[src/include/tmr8_params.svh]
// constants for the 8-bit waveform timer: offsets, fields, resets, prescale taps
`ifndef TMR8_PARAMS_SVH
`define TMR8_PARAMS_SVH

// ==================================================================
// register offsets (plain port, 3-bit address)
`define TMR8_OFS_CTRL_A      3'h0
`define TMR8_OFS_COUNT      3'h1
`define TMR8_OFS_COMPARE    3'h2
`define TMR8_OFS_FLAGS      3'h3
`define TMR8_OFS_ENABLES    3'h4

// ==================================================================
// control register a field positions
`define TMR8_BIT_FORCE      7
`define TMR8_BIT_WGM_LOW    6
`define TMR8_BIT_COM_HI     5
`define TMR8_BIT_COM_LO     4
`define TMR8_BIT_WGM_HIGH   3
`define TMR8_BIT_CS_HI      2

// flag / enable bit positions
`define TMR8_BIT_OVF        0
`define TMR8_BIT_CMP        1

// ==================================================================
// reset values and counter extremes
`define TMR8_CTRL_RESET     8'h00
`define TMR8_BOTTOM         8'h00
`define TMR8_MAX            8'hFF

// prescaler tap masks (divide by 8, 32, 64, 128, 256, 1024)
`define TMR8_DIV8_MASK      10'h007
`define TMR8_DIV32_MASK     10'h01F
`define TMR8_DIV64_MASK     10'h03F
`define TMR8_DIV128_MASK    10'h07F
`define TMR8_DIV256_MASK    10'h0FF
`define TMR8_DIV1024_MASK   10'h3FF

`endif

[src/include/tmr8_pkg.sv]
// types shared by the 8-bit waveform timer
package tmr8_pkg;

  // ==================================================================
  // waveform modes, encoded as {high bit, low bit}
  typedef enum logic [1:0] {
    TMR8_WGM_NORMAL = 2'h0,
    TMR8_WGM_PHASE  = 2'h1,
    TMR8_WGM_CTC    = 2'h2,
    TMR8_WGM_FAST   = 2'h3
  } tmr8_wgm_type;

  // register port request
  typedef struct packed {
    logic [2:0] addr;
    logic [7:0] wdata;
    logic       wr;
    logic       rd;
  } tmr8_req_type;

  // decoded control register a
  typedef struct packed {
    tmr8_wgm_type wgm;
    logic [1:0]   com;
    logic [2:0]   cs;
  } tmr8_ctrl_type;

endpackage

[src/verilog/tmr8_unit.sv]
// 8-bit timer/counter with one compare channel and waveform generation
`timescale 1ns/1ps
`include "tmr8_params.svh"

// Summary of operation
// RULE1: fast pwm period is 256 ticks
// RULE2: prescaler offers 1,8,32,64,128,256,1024
// RULE3: fast pwm compare zero gives spike
// RULE4: fast pwm compare max holds level
// RULE5: fast pwm mode 1 toggles on match
// RULE6: mode 1 counts up then down
// RULE7: phase mode holds max one tick
// RULE8: phase: clear up-match, set down-match
// RULE9: phase com 2 normal, 3 inverted
// RULE10: phase mode overflow at bottom
// RULE11: phase pwm period is 510 ticks
// RULE12: phase extremes give constant output
// RULE13: at max output equals up-match result
// RULE14: missed up-match still changes at bottom
// RULE15: tick is a clock enable
// RULE16: force strobe forces match in non-pwm
// RULE17: forced match sets no flag, no clear
// RULE18: force strobe reads zero
// RULE19: software writes force zero in pwm
// RULE20: mode bits at 3 and 6
// RULE21: top and compare update per mode
// RULE22: overflow at max, bottom in phase
// RULE23: fast pwm wraps max to bottom
// RULE24: clock select picks stop or division
// RULE25: irq when flag and enable set
module tmr8_unit (
  input  wire logic              clk_i,
  input  wire logic              rstn_i,
  input  wire tmr8_pkg::tmr8_req_type req_i,
  output logic [7:0]             rdata_o,
  output logic                   compare_output_pin_o,
  output logic                   compare_output_oe_o,
  output logic                   irq_o
);
  import tmr8_pkg::*;

  // ==================================================================
  // register state
  logic [7:0]    ctrl_q, ctrl_d;
  logic [7:0]    cnt_q, cnt_d;
  logic [7:0]    cmp_buf_q, cmp_buf_d;     // value software wrote
  logic [7:0]    cmp_q, cmp_d;             // value in use by the comparator
  logic [1:0]    flags_q, flags_d;
  logic [1:0]    ien_q, ien_d;
  logic          dir_down_q, dir_down_d;
  logic          level_q, level_d;
  logic          block_q, block_d;         // count write masks a match on the next tick only
  logic [9:0]    pre_q, pre_d;
  logic [7:0]    rdata_q, rdata_d;
  tmr8_ctrl_type ctl;
  logic          tick;
  logic          force_wr;
  logic          wr_ctrl, wr_cnt, wr_cmp, wr_flags, wr_ien;

  // field unpacking; mode bit positions are split
  assign ctl.wgm = tmr8_wgm_type'({ctrl_q[`TMR8_BIT_WGM_HIGH], ctrl_q[`TMR8_BIT_WGM_LOW]}); // [RULE20]
  assign ctl.com = ctrl_q[`TMR8_BIT_COM_HI:`TMR8_BIT_COM_LO];
  assign ctl.cs  = ctrl_q[`TMR8_BIT_CS_HI:0];

  // ==================================================================
  // address decode, used once per register
  function automatic logic hit(input tmr8_req_type r, input logic [2:0] ofs);
    hit = r.wr && (r.addr == ofs);
  endfunction

  assign wr_ctrl  = hit(req_i, `TMR8_OFS_CTRL_A);
  assign wr_cnt   = hit(req_i, `TMR8_OFS_COUNT);
  assign wr_cmp   = hit(req_i, `TMR8_OFS_COMPARE);
  assign wr_flags = hit(req_i, `TMR8_OFS_FLAGS);
  assign wr_ien   = hit(req_i, `TMR8_OFS_ENABLES);
  // strobe only acts in non-pwm modes; software keeps it zero otherwise
  assign force_wr = wr_ctrl && req_i.wdata[`TMR8_BIT_FORCE] &&
                    !req_i.wdata[`TMR8_BIT_WGM_LOW];            // [RULE16] [RULE19]

  // ==================================================================
  // prescaler: free-running, tick is a one-cycle enable
  always_comb begin
    pre_d = pre_q + 10'h001;
    case (ctl.cs)                                               // [RULE24] [RULE2]
      3'h0:    tick = 1'b0;
      3'h1:    tick = 1'b1;
      3'h2:    tick = (pre_q & `TMR8_DIV8_MASK) == `TMR8_DIV8_MASK;
      3'h3:    tick = (pre_q & `TMR8_DIV32_MASK) == `TMR8_DIV32_MASK;
      3'h4:    tick = (pre_q & `TMR8_DIV64_MASK) == `TMR8_DIV64_MASK;
      3'h5:    tick = (pre_q & `TMR8_DIV128_MASK) == `TMR8_DIV128_MASK;
      3'h6:    tick = (pre_q & `TMR8_DIV256_MASK) == `TMR8_DIV256_MASK;
      default: tick = (pre_q & `TMR8_DIV1024_MASK) == `TMR8_DIV1024_MASK;
    endcase
  end

  // ==================================================================
  // counter, compare, flags and waveform
  always_comb begin
    logic match;
    logic at_top;
    logic ovf_ev;
    logic cmp_ev;
    match      = 1'b0;
    at_top     = 1'b0;
    ovf_ev     = 1'b0;
    cmp_ev     = 1'b0;
    ctrl_d     = ctrl_q;
    cnt_d      = cnt_q;
    cmp_buf_d  = cmp_buf_q;
    cmp_d      = cmp_q;
    flags_d    = flags_q;
    ien_d      = ien_q;
    dir_down_d = dir_down_q;
    level_d    = level_q;
    block_d    = block_q;

    // counting, matches and flag events happen only on a tick; software writes act in any cycle
    if (tick) begin                                             // [RULE15]
      match   = (cnt_q == cmp_q) && !block_q;
      block_d = 1'b0;
      cmp_ev  = match;
      case (ctl.wgm)
        TMR8_WGM_NORMAL: begin
          cnt_d  = cnt_q + 8'h01;
          ovf_ev = (cnt_q == `TMR8_MAX);                        // [RULE22]
          if (match) begin
            level_d = (ctl.com == 2'h1) ? !level_q :
                      (ctl.com == 2'h2) ? 1'b0 :
                      (ctl.com == 2'h3) ? 1'b1 : level_q;
          end
        end
        TMR8_WGM_CTC: begin
          at_top = (cnt_q == cmp_q);                            // [RULE21]
          cnt_d  = at_top ? `TMR8_BOTTOM : cnt_q + 8'h01;
          ovf_ev = (cnt_q == `TMR8_MAX);                        // [RULE22]
          if (match) begin
            level_d = (ctl.com == 2'h1) ? !level_q :
                      (ctl.com == 2'h2) ? 1'b0 :
                      (ctl.com == 2'h3) ? 1'b1 : level_q;
          end
        end
        TMR8_WGM_FAST: begin
          // full 8-bit ramp, wraps after max
          at_top = (cnt_q == `TMR8_MAX);
          cnt_d  = cnt_q + 8'h01;                               // [RULE23] [RULE1]
          ovf_ev = at_top;                                      // [RULE22]
          if (ctl.com == 2'h1) begin
            if (match) level_d = !level_q;                      // [RULE5]
          end else if (ctl.com[1]) begin
            // match at max is ignored so the bottom level holds
            if (at_top) level_d = !ctl.com[0];                  // [RULE3]
            else if (match) level_d = ctl.com[0];               // [RULE4]
          end
          if (at_top) cmp_d = cmp_buf_q;                        // [RULE21]
        end
        default: begin
          // dual slope, one tick at max and at bottom each
          if (!dir_down_q) begin                                // [RULE6] [RULE11]
            cnt_d = cnt_q + 8'h01;
            if (cnt_q == `TMR8_MAX) begin
              cnt_d      = cnt_q - 8'h01;                       // [RULE7]
              dir_down_d = 1'b1;
              cmp_d      = cmp_buf_q;                           // [RULE21]
            end
          end else begin
            cnt_d = cnt_q - 8'h01;
            if (cnt_q == `TMR8_BOTTOM) begin
              cnt_d      = cnt_q + 8'h01;
              dir_down_d = 1'b0;
            end
          end
          ovf_ev = dir_down_q && (cnt_q == `TMR8_BOTTOM);       // [RULE10] [RULE22]
          if (ctl.com[1]) begin                                 // [RULE9]
            if (cnt_q == `TMR8_MAX) begin
              // level at max is the up-match result, for symmetry
              level_d = ctl.com[0] ^ (cmp_q == `TMR8_MAX);      // [RULE13] [RULE12]
            end else if (cnt_q == `TMR8_BOTTOM && dir_down_q) begin
              // start of up slope: level as if below the compare
              level_d = !ctl.com[0] ^ (cmp_q == `TMR8_BOTTOM);  // [RULE14] [RULE12]
            end else if (match) begin
              level_d = dir_down_q ? !ctl.com[0] : ctl.com[0];  // [RULE8]
            end
          end
        end
      endcase
    end

    // forced compare changes only the level; it acts with the mode written beside it
    if (force_wr) begin                                         // [RULE17]
      level_d = (req_i.wdata[`TMR8_BIT_COM_HI:`TMR8_BIT_COM_LO] == 2'h1) ? !level_q :
                (req_i.wdata[`TMR8_BIT_COM_HI:`TMR8_BIT_COM_LO] == 2'h2) ? 1'b0 :
                (req_i.wdata[`TMR8_BIT_COM_HI:`TMR8_BIT_COM_LO] == 2'h3) ? 1'b1 : level_q;
    end

    // software writes
    if (wr_ctrl) begin
      ctrl_d = req_i.wdata & 8'h7F;                             // [RULE18]
    end
    if (wr_cnt) begin
      cnt_d   = req_i.wdata;
      block_d = 1'b1;
    end
    if (wr_cmp) begin
      cmp_buf_d = req_i.wdata;
    end
    if (wr_ien) begin
      ien_d = req_i.wdata[1:0];
    end
    // immediate update modes follow the written value at once
    if (!ctl.wgm[0]) begin                                      // [RULE21]
      cmp_d = wr_cmp ? req_i.wdata : cmp_buf_q;
    end

    // flags clear by writing one; a same-cycle event wins
    if (wr_flags) begin
      flags_d = flags_q & ~req_i.wdata[1:0];
    end
    if (ovf_ev) flags_d[`TMR8_BIT_OVF] = 1'b1;
    if (cmp_ev) flags_d[`TMR8_BIT_CMP] = 1'b1;
  end

  // ==================================================================
  // read data, one cycle after the strobe
  always_comb begin
    rdata_d = 8'h00;
    if (req_i.rd) begin
      if (req_i.addr == `TMR8_OFS_CTRL_A) begin
        rdata_d = ctrl_q;
      end else if (req_i.addr == `TMR8_OFS_COUNT) begin
        rdata_d = cnt_q;
      end else if (req_i.addr == `TMR8_OFS_COMPARE) begin
        rdata_d = cmp_buf_q;
      end else if (req_i.addr == `TMR8_OFS_FLAGS) begin
        rdata_d = {6'h00, flags_q};
      end else if (req_i.addr == `TMR8_OFS_ENABLES) begin
        rdata_d = {6'h00, ien_q};
      end
    end
  end

  // ==================================================================
  // registers
  always_ff @(posedge clk_i) begin
    if (!rstn_i) begin
      ctrl_q     <= `TMR8_CTRL_RESET;
      cnt_q      <= `TMR8_BOTTOM;
      cmp_buf_q  <= 8'h00;
      cmp_q      <= 8'h00;
      flags_q    <= 2'h0;
      ien_q      <= 2'h0;
      dir_down_q <= 1'b0;
      level_q    <= 1'b0;
      block_q    <= 1'b0;
      pre_q      <= 10'h000;
      rdata_q    <= 8'h00;
    end else begin
      ctrl_q     <= ctrl_d;
      cnt_q      <= cnt_d;
      cmp_buf_q  <= cmp_buf_d;
      cmp_q      <= cmp_d;
      flags_q    <= flags_d;
      ien_q      <= ien_d;
      dir_down_q <= dir_down_d;
      level_q    <= level_d;
      block_q    <= block_d;
      pre_q      <= pre_d;
      rdata_q    <= rdata_d;
    end
  end

  // ==================================================================
  // outputs
  assign rdata_o              = rdata_q;
  assign compare_output_pin_o = level_q;
  assign compare_output_oe_o  = (ctl.com != 2'h0);
  assign irq_o                = |(flags_q & ien_q);             // [RULE25]

endmodule // tmr8_unit

[config.mk]
export PLATFORM = sky130hd
export DESIGN_NAME = tmr8_unit
export DESIGN_NICKNAME = d
export VERILOG_FILES = /design/src/include/tmr8_pkg.sv /design/src/verilog/tmr8_unit.sv
export VERILOG_INCLUDE_DIRS = /design/src /design/src/include
export SDC_FILE = /design/constraint.sdc
export NUM_CORES = 1
export LEC_CHECK = 0
export ABC_AREA = 1
export BUFFER_PORTS_ARGS = -buffer_cell sky130_fd_sc_hd__buf_4
export CAP_MARGIN = 20
export CORE_AREA = 2 2 91 93
export CTS_CLUSTER_SIZE = 8
export DETAILED_ROUTE_END_ITERATION = 8
export DIE_AREA = 0 0 93 95
export GPL_ROUTABILITY_DRIVEN = 0
export PLACE_DENSITY = 0.64
export SKIP_CTS_REPAIR_TIMING = 1
export SLEW_MARGIN = 20
export SYNTH_ARGS = -nofsm -noshare
export SYNTH_HDL_FRONTEND = slang
export SYNTH_SLANG_ARGS = --single-unit
[constraint.sdc]
create_clock -name clk_i -period 3.1 [get_ports clk_i]
set_clock_uncertainty 0.05 [all_clocks]
set_input_delay 0.155 -clock clk_i [delete_from_list [all_inputs] [get_ports clk_i]]
set_output_delay 0.155 -clock clk_i [all_outputs]
set_load 0.005 [all_outputs]
==> impl_results.rst, run 1 <==
.. list-table::
   :header-rows: 1

   * - Metric
     - Value
   * - Yosys warning total
     - 0
   * - Diode count
     - 0
   * - GRT overflow
     - 0
   * - Cells along the critical path
     - inv_2 -> ha_1 -> nor2_1 -> inv_1 -> a21oi_2 -> nand3_4 -> a21o_1 -> a21oi_2
   * - Sequential cell area
     - 0.00112 sq mm
   * - Maximum clock insertion buffer count
     - 2
   * - Dpl hpwl
     - 7.23 mm
   * - Peak fanout along the critical path
     - 16
   * - Worst reg2reg path endpoint
     - cmp_q[5]
   * - # port buffers
     - 25
   * - Most common cell in the synthesized netlist
     - sky130_fd_sc_hd__nand2_1
   * - Leading post-synthesis cells by cell area
     - sky130_fd_sc_hd__dfxtp_1 31%, sky130_fd_sc_hd__nand2_1 13%, sky130_fd_sc_hd__inv_1 7.9%, sky130_fd_sc_hd__ha_1 5.2%, sky130_fd_sc_hd__a21oi_1 4.9%
   * - Clk Tree Root Cell
     - sky130_fd_sc_hd__clkbuf_8
   * - Worst Path Arrival
     - around 2500 ps
   * - Cell repeated most along the worst path
     - sky130_fd_sc_hd__a21oi_2
   * - Library cell contributing the largest single delay on the critical path
     - sky130_fd_sc_hd__dfxtp_1
   * - Routed length per placed instance
     - 14.2 microns
   * - Antenna Violating Nets Remaining
     - 0
   * - Leakage power total
     - ~1.8 nW
   * - Worst setup EP type
     - register
   * - Post-CTS clock slew at the launch and capture registers of the worst setup and hold paths
     - 110 ps
   * - Post-Synthesis Cell Area
     - between 0.003 and 0.004 sq mm
   * - Proportion of netlist area held by the largest area contributor
     - 31.1%
   * - Final total negative setup slack
     - 0 ps
   * - Post-synthesis sequential area ratio
     - 31.1%
   * - Pwr per Cell Area
     - 370 mW/mm^2
   * - Worst Hold Endpoint
     - cnt_q[1]
   * - First-iteration detailed-routing DRC count
     - 211
   * - Fraction of layout cells with a size suffix above 1
     - 15.1%
   * - Vias after detailed routing
     - 3314
   * - Total wire length
     - 9.25 mm
   * - Power after layout
     - between 1 and 1.5 mW
   * - Cell count after synthesis
     - about 530
   * - Die ar.
     - 0.00884 sq mm
   * - Largest vdd supply drop
     - 0.000224 V
   * - Primary FF master, synth
     - sky130_fd_sc_hd__dfxtp_1
   * - Post-Synthesis Net Count
     - between 500 and 600
   * - Initial standard-cell utilization of the core
     - 45.5%
   * - First-pass detailed-route iteration total
     - 6
   * - All-Layer GR Usage
     - 21.8%
   * - Launch point of the worst reg-to-reg path
     - ctrl_q[6]
   * - Number of flip-flops and latches in the synthesized netlist
     - 56
   * - DRC violation count after routing
     - 0
   * - Setup slack on the worst flop-to-flop path
     - around 850 ps
   * - Vertical extent of the die
     - 95 microns
   * - Number of antenna violations at the first check in global routing
     - 0
   * - Clock tree from TritonCTS
     - done
   * - Number of cell instances on the worst register-to-register path
     - 8
   * - Share of synthesized registers carrying an async set or reset
     - 0%
   * - Final period demand of the worst path
     - 2250 ps
   * - Maximum operating frequency
     - approximately 0.44 GHz
   * - Number of endpoints with negative hold slack in the final report
     - 0
   * - Number of vias per cell
     - 5.08
   * - Hold depth
     - 3
   * - Post-synthesis to final-layout area growth
     - 9.44%
   * - Highest cell delay on the worst timing path
     - 630 ps
   * - Startpoint of the tightest hold check path
     - req_i[3]
   * - Area occupied by multi-input gates
     - between 0.002 and 0.0025 sq mm
   * - FP Rows
     - 33
   * - Library cell with the largest summed area after synthesis
     - sky130_fd_sc_hd__dfxtp_1
   * - Final period utilization
     - 72.7%
   * - Worst Max-Slew Pin Slew
     - 571 ps
   * - Required arrival time at the worst endpoint
     - approximately 3300 ps
   * - Setup repair after global routing missed its margin
     - false
   * - Boundary Pins
     - 26
   * - Count of nets after finishing
     - 577
   * - Number of flops mapped to enable cells by yosys
     - 0
   * - Pin count of the biggest net entering global routing
     - 31
   * - Number of sinks handled by clock tree synthesis
     - 56
   * - Number of max-slew violations in the final report
     - 0
   * - Std-Cell Core Area
     - around 0.008 sq mm
   * - Max Cap Viol
     - 0
   * - Horizontal extent of the die
     - around 93 microns
   * - Classification of the worst-slack hold path
     - in -> reg
   * - Clock buffer count from CTS
     - 5
   * - Top post-synthesis cells by count
     - 127 x sky130_fd_sc_hd__nand2_1, 76 x sky130_fd_sc_hd__inv_1, 56 x sky130_fd_sc_hd__dfxtp_1
   * - Result of the run
     - finished, final reports clean
   * - Later-pin clock latency in the skew report
     - 310 ps
   * - Setup Viol. Count Final
     - 0
   * - Crit Path Class
     - reg -> reg
   * - Filler Cells Inserted
     - 809
   * - Max_slew headroom
     - 61.9%
   * - CTS H-tree depth
     - 2
   * - Unique masters post-synth
     - 40
   * - Number of global-route vias before repair
     - 3031
   * - Worst setup SP type
     - register
   * - First-pass GRT wire length
     - roughly 15 mm
   * - Synthesized area per cell
     - 6.84 sq um
sequential cells by signal (all words and copies together), names as in the netlist:
register and count:
cmp_q 8, cnt_q 8, block_q 1, pre_q 10
ien_q 2, compare_output_pin_o 1, dir_down_q 1, ctrl_q 7
flags_q 2, rdata_o 8, cmp_buf_q 8
where the power goes:
group | leakage [nW] | switching [mW] | internal, mW
registers | 0.454 | 0.0228 | 0.738
clock network | 0.0558 | 0.251 | 0.245
logic | 1.28 | 0.129 | 0.0743
total | 1.79 | 0.402 | 1.06
worst max-delay path, delay by kind of cell (launching register included):
kind | cells | cell delay, ps
AOI/OAI and AO/OA | 3 | 570
DFF | 1 | 630
adders and majority gates | 1 | 270
and+or+nand+nor | 2 | 350
buffers and inverters | 2 | 340
layer usage:
layer  up-vias  share of wire [%]  track usage (%)
met2       100                 45             34.8
met5         -                  0                0
met4         0                1.8             6.62
li1       1715                  -                -
met1      1484                 47             30.5
met3        15                5.8             3.35
stage by stage:
stage	utilization, %	setup slack (ps)	area (sq um)	hold slack [ps]	std cells
floorplan	-	1040	3600	243	527
global placement	48.3	989	3830	383	645
detailed placement	48.3	890	3830	391	645
CTS	49.7	869	3940	95.2	653
global route	49.7	569	3940	94.1	653
finish	49.7	846	3940	106	653
final cells by class:
cell class	instances	area share, %
tap	105	3.33
timing repair buffer	26	4.95
clock buffer	6	1.84
inverter	88	8.60
sequential	56	28.4
multi-input combinational	370	51.9
clock inverter	2	0.984
layout by cell type, fill, tap and decap left out, types with 6 or more instances in the layout:
master,netlist,layout
sky130_fd_sc_hd__o21ai_0,28,28
sky130_fd_sc_hd__xnor2_1,6,6
sky130_fd_sc_hd__dfxtp_1,56,56
sky130_fd_sc_hd__nor3_1,6,6
sky130_fd_sc_hd__buf_4,2,26
sky130_fd_sc_hd__o22ai_1,9,9
sky130_fd_sc_hd__nand2_1,127,127
sky130_fd_sc_hd__nor2_4,6,6
sky130_fd_sc_hd__nand2_2,11,11
sky130_fd_sc_hd__a21o_1,6,6
sky130_fd_sc_hd__nor2_1,40,40
sky130_fd_sc_hd__xor2_1,6,6
sky130_fd_sc_hd__nand4_1,7,7
sky130_fd_sc_hd__inv_2,9,9
sky130_fd_sc_hd__a21oi_1,35,35
sky130_fd_sc_hd__o21a_1,8,8
sky130_fd_sc_hd__nand3_1,24,24
sky130_fd_sc_hd__ha_1,15,15
sky130_fd_sc_hd__inv_1,76,76
cell families after synthesis:
logic type / share of synthesized area, %
buffers and inverters: 12.1
flip-flops: 31.1
AND/OR/NAND/NOR: 31.5
adder cells (fa/ha/maj): 5.21
AO/OA/AOI/OAI: 17.1
XOR/XNOR: 2.92
worst max-delay path by stage:
| stage | startpoint | end | slack [ps] | cells after the start |
|---|---|---|---|---|
| global route | ctrl_q[6] | compare_output_pin_o | 570 | 13 |
| CTS | ctrl_q[6] | cmp_q[4] | 870 | 8 |
| detailed placement | ctrl_q[6] | cmp_q[4] | 890 | 8 |
| floorplan | ctrl_q[6] | cmp_q[4] | 1040 | 11 |
| global placement | ctrl_q[6] | cmp_q[4] | 990 | 8 |
| finish | ctrl_q[6] | cmp_q[5] | 850 | 8 |
No activity file was read; power rests on OpenSTA's default activity.
==> run 2, diff against run 1 <==
--- a/config.mk
+++ b/config.mk
@@ -6,15 +6,15 @@
 export SDC_FILE = /design/constraint.sdc
 export NUM_CORES = 1
 export LEC_CHECK = 0
-export ABC_AREA = 1
+export ABC_AREA = 0
 export BUFFER_PORTS_ARGS = -buffer_cell sky130_fd_sc_hd__buf_4
 export CAP_MARGIN = 20
-export CORE_AREA = 2 2 91 93
+export CORE_AREA = 2 2 86 88
 export CTS_CLUSTER_SIZE = 8
 export DETAILED_ROUTE_END_ITERATION = 8
-export DIE_AREA = 0 0 93 95
+export DIE_AREA = 0 0 88 90
 export GPL_ROUTABILITY_DRIVEN = 0
-export PLACE_DENSITY = 0.64
+export PLACE_DENSITY = 0.67
 export SKIP_CTS_REPAIR_TIMING = 1
 export SLEW_MARGIN = 20
 export SYNTH_ARGS = -nofsm -noshare
==> constraint.sdc (replaced) <==
create_clock -name clk_i -period 1.96 [get_ports clk_i]
set_clock_uncertainty 0.05 [all_clocks]
set_input_delay 0.098 -clock clk_i [delete_from_list [all_inputs] [get_ports clk_i]]
set_output_delay 0.098 -clock clk_i [all_outputs]
set_load 0.005 [all_outputs]
==> impl_results.rst, run 2 <==
.. list-table::
   :header-rows: 1

   * - Metric
     - Value
   * - Result of the run
     - complete, but fails checks
   * - Failing checks
     - negative setup slack
   * - Post-Synthesis Cell Area
     - 0.00324 sq mm (-10%)
   * - Vertical extent of the die
     - 90 microns (-5.3%)
   * - Classification of the worst-slack hold path
     - in -> reg
   * - Top post-synthesis cells by count
     - 56 x sky130_fd_sc_hd__dfxtp_1, 42 x sky130_fd_sc_hd__a21oi_1, 35 x sky130_fd_sc_hd__nand2_1
   * - Power Internal
     - 1.69 mW (+60%)
   * - Number of global-route vias before repair
     - 2750 (-9.3%)
   * - Most flops, register
     - pre_q
   * - Max Cap Viol
     - 0 (unchanged)
   * - Final total negative setup slack
     - -1230 ps (-1230 ps)
   * - Later-pin clock latency in the skew report
     - 320 ps (about the same)
   * - Antenna Violating Nets Remaining
     - 0 (unchanged)
   * - Largest vdd supply drop
     - 0.000318 V (+42%)
   * - Clock buffer count from CTS
     - 5 (unchanged)
   * - Horizontal extent of the die
     - 88 microns (-5.4%)
   * - Startpoint of the tightest hold check path
     - req_i[5]
   * - Boundary Pins
     - 26 (unchanged)
   * - Die ar.
     - 0.00792 sq mm (-10%)
   * - Peak fanout along the critical path
     - 8 (-8)
   * - Post-synthesis to final-layout area growth
     - 26.1%
   * - Leakage power total
     - 1.62 nW (-9.2%)
   * - Setup repair after global routing missed its margin
     - true
   * - Synthesized area per cell
     - 8.38 sq um (+23%)
   * - Number of flip-flops and latches in the synthesized netlist
     - 56 (unchanged)
   * - Number of antenna violations at the first check in global routing
     - 0 (unchanged)
   * - Pin count of the biggest net entering global routing
     - 20 (-35%)
   * - GRT overflow
     - 0 (unchanged)
   * - Initial standard-cell utilization of the core
     - 46.1% (+0.63 points)
   * - Unique masters post-synth
     - 50 (+25%)
   * - Number of max-slew violations in the final report
     - 0 (unchanged)
   * - Number of flops mapped to enable cells by yosys
     - 0 (unchanged)
   * - # port buffers
     - 25 (unchanged)
   * - Number of endpoints with negative hold slack in the final report
     - 0 (unchanged)
   * - Maximum clock insertion buffer count
     - 2 (unchanged)
   * - Utilization after layout
     - 58.1% (+8.4 points)
   * - Worst Path Arrival
     - 2260 ps (-200 ps)
   * - Crit Path Class
     - reg -> reg
   * - Hold depth
     - 3 (unchanged)
   * - Psw
     - 0.604 mW (+50%)
   * - Leading post-synthesis cells by cell area
     - sky130_fd_sc_hd__dfxtp_1 35%, sky130_fd_sc_hd__mux2i_1 7.1%, sky130_fd_sc_hd__a21oi_1 6.5%, sky130_fd_sc_hd__ha_1 5.8%, sky130_fd_sc_hd__xnor2_1 4.3%
   * - Largest register FFs
     - 10 (unchanged)
   * - Maximum operating frequency
     - 0.475 GHz (+7.1%)
   * - Post-synthesis sequential area ratio
     - 34.6% (+3.5 points)
   * - Worst Hold Endpoint
     - ctrl_q[3]
   * - Worst setup SP type
     - register
   * - Required arrival time at the worst endpoint
     - 2120 ps (-1180 ps)
   * - Combinational power share
     - 13.7% (-0.2 points)
   * - Reg power frac
     - 52.0% (about the same)
   * - Final period utilization
     - 107% (+35 points)
   * - Clk pwr share
     - 34.4% (+0.5 points)
   * - Count of nets after finishing
     - 469 (-19%)
   * - Max_slew headroom
     - 62.9% (+1.1 points)
   * - Post-Synthesis Net Count
     - 416 (-25%)
   * - Std-Cell Core Area
     - 0.00702 sq mm (-11%)
   * - Diode count
     - 0 (unchanged)
   * - Launch point of the worst reg-to-reg path
     - pre_q[1]
   * - Share of synthesized registers carrying an async set or reset
     - 0% (unchanged)
   * - Vias after detailed routing
     - 2930 (-12%)
   * - Worst reg2reg path endpoint
     - cmp_q[3]
   * - Most common cell in the synthesized netlist
     - sky130_fd_sc_hd__dfxtp_1
   * - Filler Cells Inserted
     - 624 (-23%)
   * - Clock tree from TritonCTS
     - done
   * - Routed length per placed instance
     - 16.2 microns (+14%)
   * - First-pass detailed-route iteration total
     - 4 (-2)
   * - Worst setup EP type
     - register
   * - Final period demand of the worst path
     - 2100 ps (-149 ps)
   * - Most common library cell in the layout ignoring fill and taps
     - sky130_fd_sc_hd__buf_4
   * - Cell count after synthesis
     - 386 (-27%)
   * - Proportion of netlist area held by the largest area contributor
     - 34.6% (+3.5 points)
   * - Fraction of layout cells with a size suffix above 1
     - 25.9% (+11 points)
   * - First-pass GRT wire length
     - 13.6 mm (-9.0%)
   * - Dpl hpwl
     - 6.39 mm (-12%)
   * - Switching share of power
     - 26.3% (-1.3 points)
   * - All-Layer GR Usage
     - 22.0% (+0.13 points)
   * - Setup slack on the worst flop-to-flop path
     - -140 ps (-990 ps)
   * - Number of cell instances on the worst register-to-register path
     - 10 (+2)
   * - Worst setup margin
     - -144 ps (-991 ps)
   * - FP Rows
     - 31 (-6.1%)
   * - First-iteration detailed-routing DRC count
     - 161 (-24%)
   * - Worst Max-Slew Pin Slew
     - 555 ps (-15.7 ps)
   * - Number of sinks handled by clock tree synthesis
     - 56 (unchanged)
   * - Total wire length
     - 8.71 mm (-5.8%)
   * - Yosys warning total
     - 0 (unchanged)
   * - Library cell with the largest summed area after synthesis
     - sky130_fd_sc_hd__dfxtp_1
   * - Pwr per Cell Area
     - 563 mW/mm^2 (+52%)
   * - Number of vias per cell
     - 5.44 (+7.1%)
   * - Commonest cells after routing, fill and taps aside
     - 61 x sky130_fd_sc_hd__buf_4, 52 x sky130_fd_sc_hd__dfxtp_1, 39 x sky130_fd_sc_hd__a21oi_1, 35 x sky130_fd_sc_hd__nand2_1, 30 x sky130_fd_sc_hd__nor2_1
   * - DRC violation count after routing
     - 0 (unchanged)
   * - CTS H-tree depth
     - 2 (unchanged)
   * - Setup Viol. Count Final
     - 15 (+15)
   * - Clk Tree Root Cell
     - sky130_fd_sc_hd__clkbuf_8
   * - Post-CTS clock slew at the launch and capture registers of the worst setup and hold paths
     - 110 ps (about the same)
   * - Primary FF master, synth
     - sky130_fd_sc_hd__dfxtp_1
run 2: changes by cell type after synthesis, sizes merged, moves of 8 or more:
cell / before / now
nor2: 51 / 32
inv: 87 / 14
o22ai: 9 / 0
mux2i: 0 / 23
nand2: 143 / 35
o21ai: 35 / 10
a21boi: 0 / 9
nor2b: 0 / 10
nand3: 28 / 20
o21a: 8 / 0
xnor2: 6 / 16
and2: 0 / 8
and3: 0 / 12
run 2: critical path, cell delays in order (launching register included):
cell                       delay, ps
sky130_fd_sc_hd__dfxtp_2         370
sky130_fd_sc_hd__ha_4            140
sky130_fd_sc_hd__and3_4          190
sky130_fd_sc_hd__ha_4            120
sky130_fd_sc_hd__inv_2            40
sky130_fd_sc_hd__a311oi_4        240
sky130_fd_sc_hd__a41oi_4          80
sky130_fd_sc_hd__or3_4           370
sky130_fd_sc_hd__buf_6           160
sky130_fd_sc_hd__mux2i_2         160
sky130_fd_sc_hd__a21boi_1         80
run 2: cell type report:
class | count | area, sq um | area share, %
multi-input combinational | 294 | 2120 | 52.0
sequential | 56 | 1130 | 27.6
timing repair buffer | 68 | 544 | 13.3
tap | 99 | 124 | 3.04
clock buffer | 6 | 72.6 | 1.78
inverter | 14 | 52.6 | 1.29
clock inverter | 2 | 38.8 | 0.951
run 2: worst max path at each step:
| stage | to | from | cells past startpoint |
|---|---|---|---|
| final | cmp_q[3] | pre_q[1] | 10 |
| after global placement | cmp_q[4] | pre_q[1] | 10 |
| after CTS | cmp_q[3] | pre_q[1] | 10 |
| after detailed placement | cmp_q[3] | pre_q[1] | 10 |
| after floorplan | cmp_q[1] | pre_q[1] | 10 |
| after global routing | cmp_q[4] | pre_q[1] | 10 |
run 2: stage by stage:
stage                     cells  cell area [sq um]  hold slack (ps)  setup WS (ps)  power [mW]
after floorplan             386               3270              184          -22.2        1.39
after global placement      529               3800              329          -88.6        1.51
after detailed placement    529               3800              336           -162        1.51
after CTS                   537               3910            -7.34           -184        2.30
after global routing        539               4080             13.1           -221        2.39
final                       539               4080             12.1           -144        2.30
run 2: layer usage:
metal / track usage, % / wire length, microns
met2: 34.8 / 4170
met1: 30.8 / 4000
met4: 6.79 / 142
met3: 2.85 / 399
met5: 0 / 0
run 2: kinds of logic (layout without fill, tap and decap cells):
kind of cell | after synthesis | after routing | synth area share, %
flip-flops | 56 | 56 | 34.6
adder cells (fa/ha/maj) | 15 | 15 | 5.80
AO/OA/AOI/OAI | 83 | 83 | 16.8
XOR/XNOR | 24 | 24 | 6.50
multiplexers | 25 | 25 | 8.51
buffers and inverters | 36 | 90 | 4.76
AND/OR/NAND/NOR | 147 | 147 | 23.0
run 2: power groups by stage:
stage	registers, mW	clock network [mW]	logic (mW)
5_1_grt	1.20	0.851	0.342
4_1_cts	1.19	0.807	0.297
3_3_place_gp	1.22	0	0.291
3_5_place_dp	1.22	0	0.295
2_1_floorplan	1.21	0	0.176
6_report	1.19	0.789	0.314
==> run 3, diff against run 2 <==
--- a/config.mk
+++ b/config.mk
@@ -6,15 +6,15 @@
 export SDC_FILE = /design/constraint.sdc
 export NUM_CORES = 1
 export LEC_CHECK = 0
-export ABC_AREA = 0
+export ABC_AREA = 1
 export BUFFER_PORTS_ARGS = -buffer_cell sky130_fd_sc_hd__buf_4
 export CAP_MARGIN = 20
-export CORE_AREA = 2 2 86 88
+export CORE_AREA = 2 2 91 93
 export CTS_CLUSTER_SIZE = 8
 export DETAILED_ROUTE_END_ITERATION = 8
-export DIE_AREA = 0 0 88 90
+export DIE_AREA = 0 0 93 95
 export GPL_ROUTABILITY_DRIVEN = 0
-export PLACE_DENSITY = 0.67
+export PLACE_DENSITY = 0.66
 export SKIP_CTS_REPAIR_TIMING = 1
 export SLEW_MARGIN = 20
 export SYNTH_ARGS = -nofsm -noshare
==> impl_results.rst, run 3 (synthesis results as in run 1) <==
.. list-table::
   :header-rows: 1

   * - Metric
     - Value
   * - Count of nets after finishing
     - 594 (+27%)
   * - Clock buffer count from CTS
     - 5 (unchanged)
   * - # port buffers
     - 25 (unchanged)
   * - Number of vias per cell
     - 5.18 (-4.6%)
   * - Layout Cells excl Fill
     - 670 (+24%)
   * - Worst Path Arrival
     - 2060 ps (-200 ps)
   * - Pin count of the biggest net entering global routing
     - 21 (+5.0%)
   * - Max Cap Viol
     - 0 (unchanged)
   * - Final std cell area, no fill
     - 0.00416 sq mm (+2.0%)
   * - Clk Tree Root Cell
     - sky130_fd_sc_hd__clkbuf_8
   * - Required arrival time at the worst endpoint
     - 2140 ps (+20 ps)
   * - Post-synthesis to final-layout area growth
     - 15.5%
   * - Routed length per placed instance
     - 14.3 microns (-12%)
   * - All-Layer GR Usage
     - 22.3% (+0.38 points)
   * - First-iteration detailed-routing DRC count
     - 257 (+60%)
   * - CTS H-tree depth
     - 2 (unchanged)
   * - Initial standard-cell utilization of the core
     - 45.5% (-0.63 points)
   * - Global-route met1 utilization
     - 29.1% (-1.7 points)
   * - First-pass GRT wire length
     - 15.5 mm (+14%)
   * - Gate family responsible for the most delay along the worst path
     - buffers and inverters
   * - Worst setup margin
     - 84.1 ps (+229 ps)
   * - Horizontal extent of the die
     - 93 microns (+5.7%)
   * - Post-route worst hold slack
     - 43.1 ps (+31.1 ps)
   * - Max_slew headroom
     - 59.1% (-3.8 points)
   * - Number of antenna violations at the first check in global routing
     - 0 (unchanged)
   * - FP Rows
     - 33 (+6.5%)
   * - Area occupied by multi-input gates
     - 0.00213 sq mm (+0.59%)
   * - Pwr per Cell Area
     - 542 mW/mm^2 (-3.7%)
   * - Utilization after layout
     - 52.5% (-5.6 points)
   * - Antenna Violating Nets Remaining
     - 0 (unchanged)
   * - Later-pin clock latency in the skew report
     - 320 ps (about the same)
   * - Worst Max-Slew Pin Slew
     - 613 ps (+57.6 ps)
   * - Area after DPL
     - 0.00394 sq mm (+3.6%)
   * - Psw
     - 0.682 mW (+13%)
   * - Setup Viol. Count Final
     - 0 (-15)
   * - Number of endpoints with negative hold slack in the final report
     - 0 (unchanged)
   * - Maximum operating frequency
     - 0.533 GHz (+12%)
   * - Busiest layer in global routing
     - met2
   * - First-pass detailed-route iteration total
     - 5 (+1)
   * - Highest cell delay on the worst timing path
     - 360 ps (about the same)
   * - Vias after detailed routing
     - 3473 (+19%)
   * - Number of sinks handled by clock tree synthesis
     - 56 (unchanged)
   * - M2 GR Usage
     - 38.0% (+3.2 points)
   * - Result of the run
     - finished, final reports clean
   * - Dpl cells
     - 656 (+24%)
   * - Final total negative setup slack
     - 0 ps (+1230 ps)
   * - Final period utilization
     - 95.7% (-12 points)
   * - Clk pwr share
     - 30.5% (-3.9 points)
   * - Setup repair after global routing missed its margin
     - true
   * - Worst setup EP type
     - register
   * - Maximum clock insertion buffer count
     - 2 (unchanged)
   * - Std-Cell Core Area
     - 0.00793 sq mm (+13%)
   * - Power Internal
     - 1.57 mW (-7.0%)
   * - GR Util met3
     - 3.35% (+0.51 points)
   * - Total wire length
     - 9.57 mm (+9.9%)
   * - Peak fanout along the critical path
     - 11 (+3)
   * - Dpl hpwl
     - 7.47 mm (+17%)
   * - Combinational power share
     - 16.2% (+2.5 points)
   * - Diode count
     - 0 (unchanged)
   * - Commonest cells after routing, fill and taps aside
     - 124 x sky130_fd_sc_hd__nand2_1, 74 x sky130_fd_sc_hd__inv_1, 50 x sky130_fd_sc_hd__dfxtp_1, 40 x sky130_fd_sc_hd__buf_4, 38 x sky130_fd_sc_hd__nor2_1
   * - Sequential cell area
     - 0.00113 sq mm (+0.22%)
   * - Boundary Pins
     - 26 (unchanged)
   * - Clock tree from TritonCTS
     - done
   * - Post-CTS clock slew at the launch and capture registers of the worst setup and hold paths
     - 120 ps (about the same)
   * - Final period demand of the worst path
     - 1880 ps (-229 ps)
   * - Vertical extent of the die
     - 95 microns (+5.6%)
   * - Switching share of power
     - 30.2% (+3.9 points)
   * - Library cell contributing the largest single delay on the critical path
     - sky130_fd_sc_hd__dfxtp_1
   * - Most common library cell in the layout ignoring fill and taps
     - sky130_fd_sc_hd__nand2_1
   * - Fraction of layout cells with a size suffix above 1
     - 21.4% (-4.5 points)
   * - Largest vdd supply drop
     - 0.000364 V (+15%)
   * - Number of max-slew violations in the final report
     - 0 (unchanged)
   * - Die ar.
     - 0.00884 sq mm (+12%)
   * - Worst setup SP type
     - register
   * - Classification of the worst-slack hold path
     - in -> reg
   * - GRT overflow
     - 0 (unchanged)
   * - Worst slack after detailed placement
     - -23.0 ps (+139 ps)
   * - Power after layout
     - 2.26 mW (-1.8%)
   * - DRC violation count after routing
     - 0 (unchanged)
   * - Filler Cells Inserted
     - 792 (+27%)
   * - Leakage power total
     - 1.88 nW (+16%)
   * - Number of global-route vias before repair
     - 3307 (+20%)
   * - Cells along the critical path
     - buf_4 -> ha_1 -> inv_1 -> nor2_8 -> xor2_1 -> nand2_2 -> a31oi_1
   * - Crit path buf inv count
     - 2 (unchanged)
   * - Most flops, register
     - pre_q
   * - Reg power frac
     - 53.3% (+1.3 points)
   * - Crit Path Class
     - reg -> reg
   * - Largest register FFs
     - 10 (unchanged)
[run 3: power by group through the flow]
| stage | Clock, mW | Sequential (mW) | Combinational, mW |
|---|---|---|---|
| floorplan | 0 | 1.21 | 0.238 |
| CTS | 0.696 | 1.20 | 0.343 |
| global route | 0.735 | 1.21 | 0.412 |
| detailed placement | 0 | 1.23 | 0.341 |
| finish | 0.688 | 1.20 | 0.365 |
| global placement | 0 | 1.22 | 0.338 |
[run 3: area by class of cell]
cell class	instances	area share (%)
timing repair buffer	42	7.97
sequential	56	27.1
clock buffer	5	1.65
clock inverter	3	0.661
inverter	88	8.18
multi-input combinational	371	51.3
tap	105	3.16
[run 3: per-layer routing]
layer  vias to the layer above  share of wire, %
li1                       1749                 -
met1                      1608                45
met2                        91                48
met3                        25               4.7
met4                         0               2.3
met5                         -                 0
[run 3: worst register-to-register path, stage by stage, from the launching register on]
cell and delay, ps:
sky130_fd_sc_hd__dfxtp_1 360, sky130_fd_sc_hd__buf_4 230, sky130_fd_sc_hd__ha_1 290, sky130_fd_sc_hd__inv_1 190
sky130_fd_sc_hd__nor2_8 210, sky130_fd_sc_hd__xor2_1 210, sky130_fd_sc_hd__nand2_2 70, sky130_fd_sc_hd__a31oi_1 180
[run 3: path summary, 6_finish.rpt]
path         depth (start not counted)  slack [ps]       end  startpoint
max                                  7          80  cnt_q[1]   ctrl_q[6]
min                                  3          40  pre_q[1]      rstn_i
max reg2reg                          7          80  cnt_q[1]   ctrl_q[6]
min reg2reg                          2         430  ien_q[0]    ien_q[0]
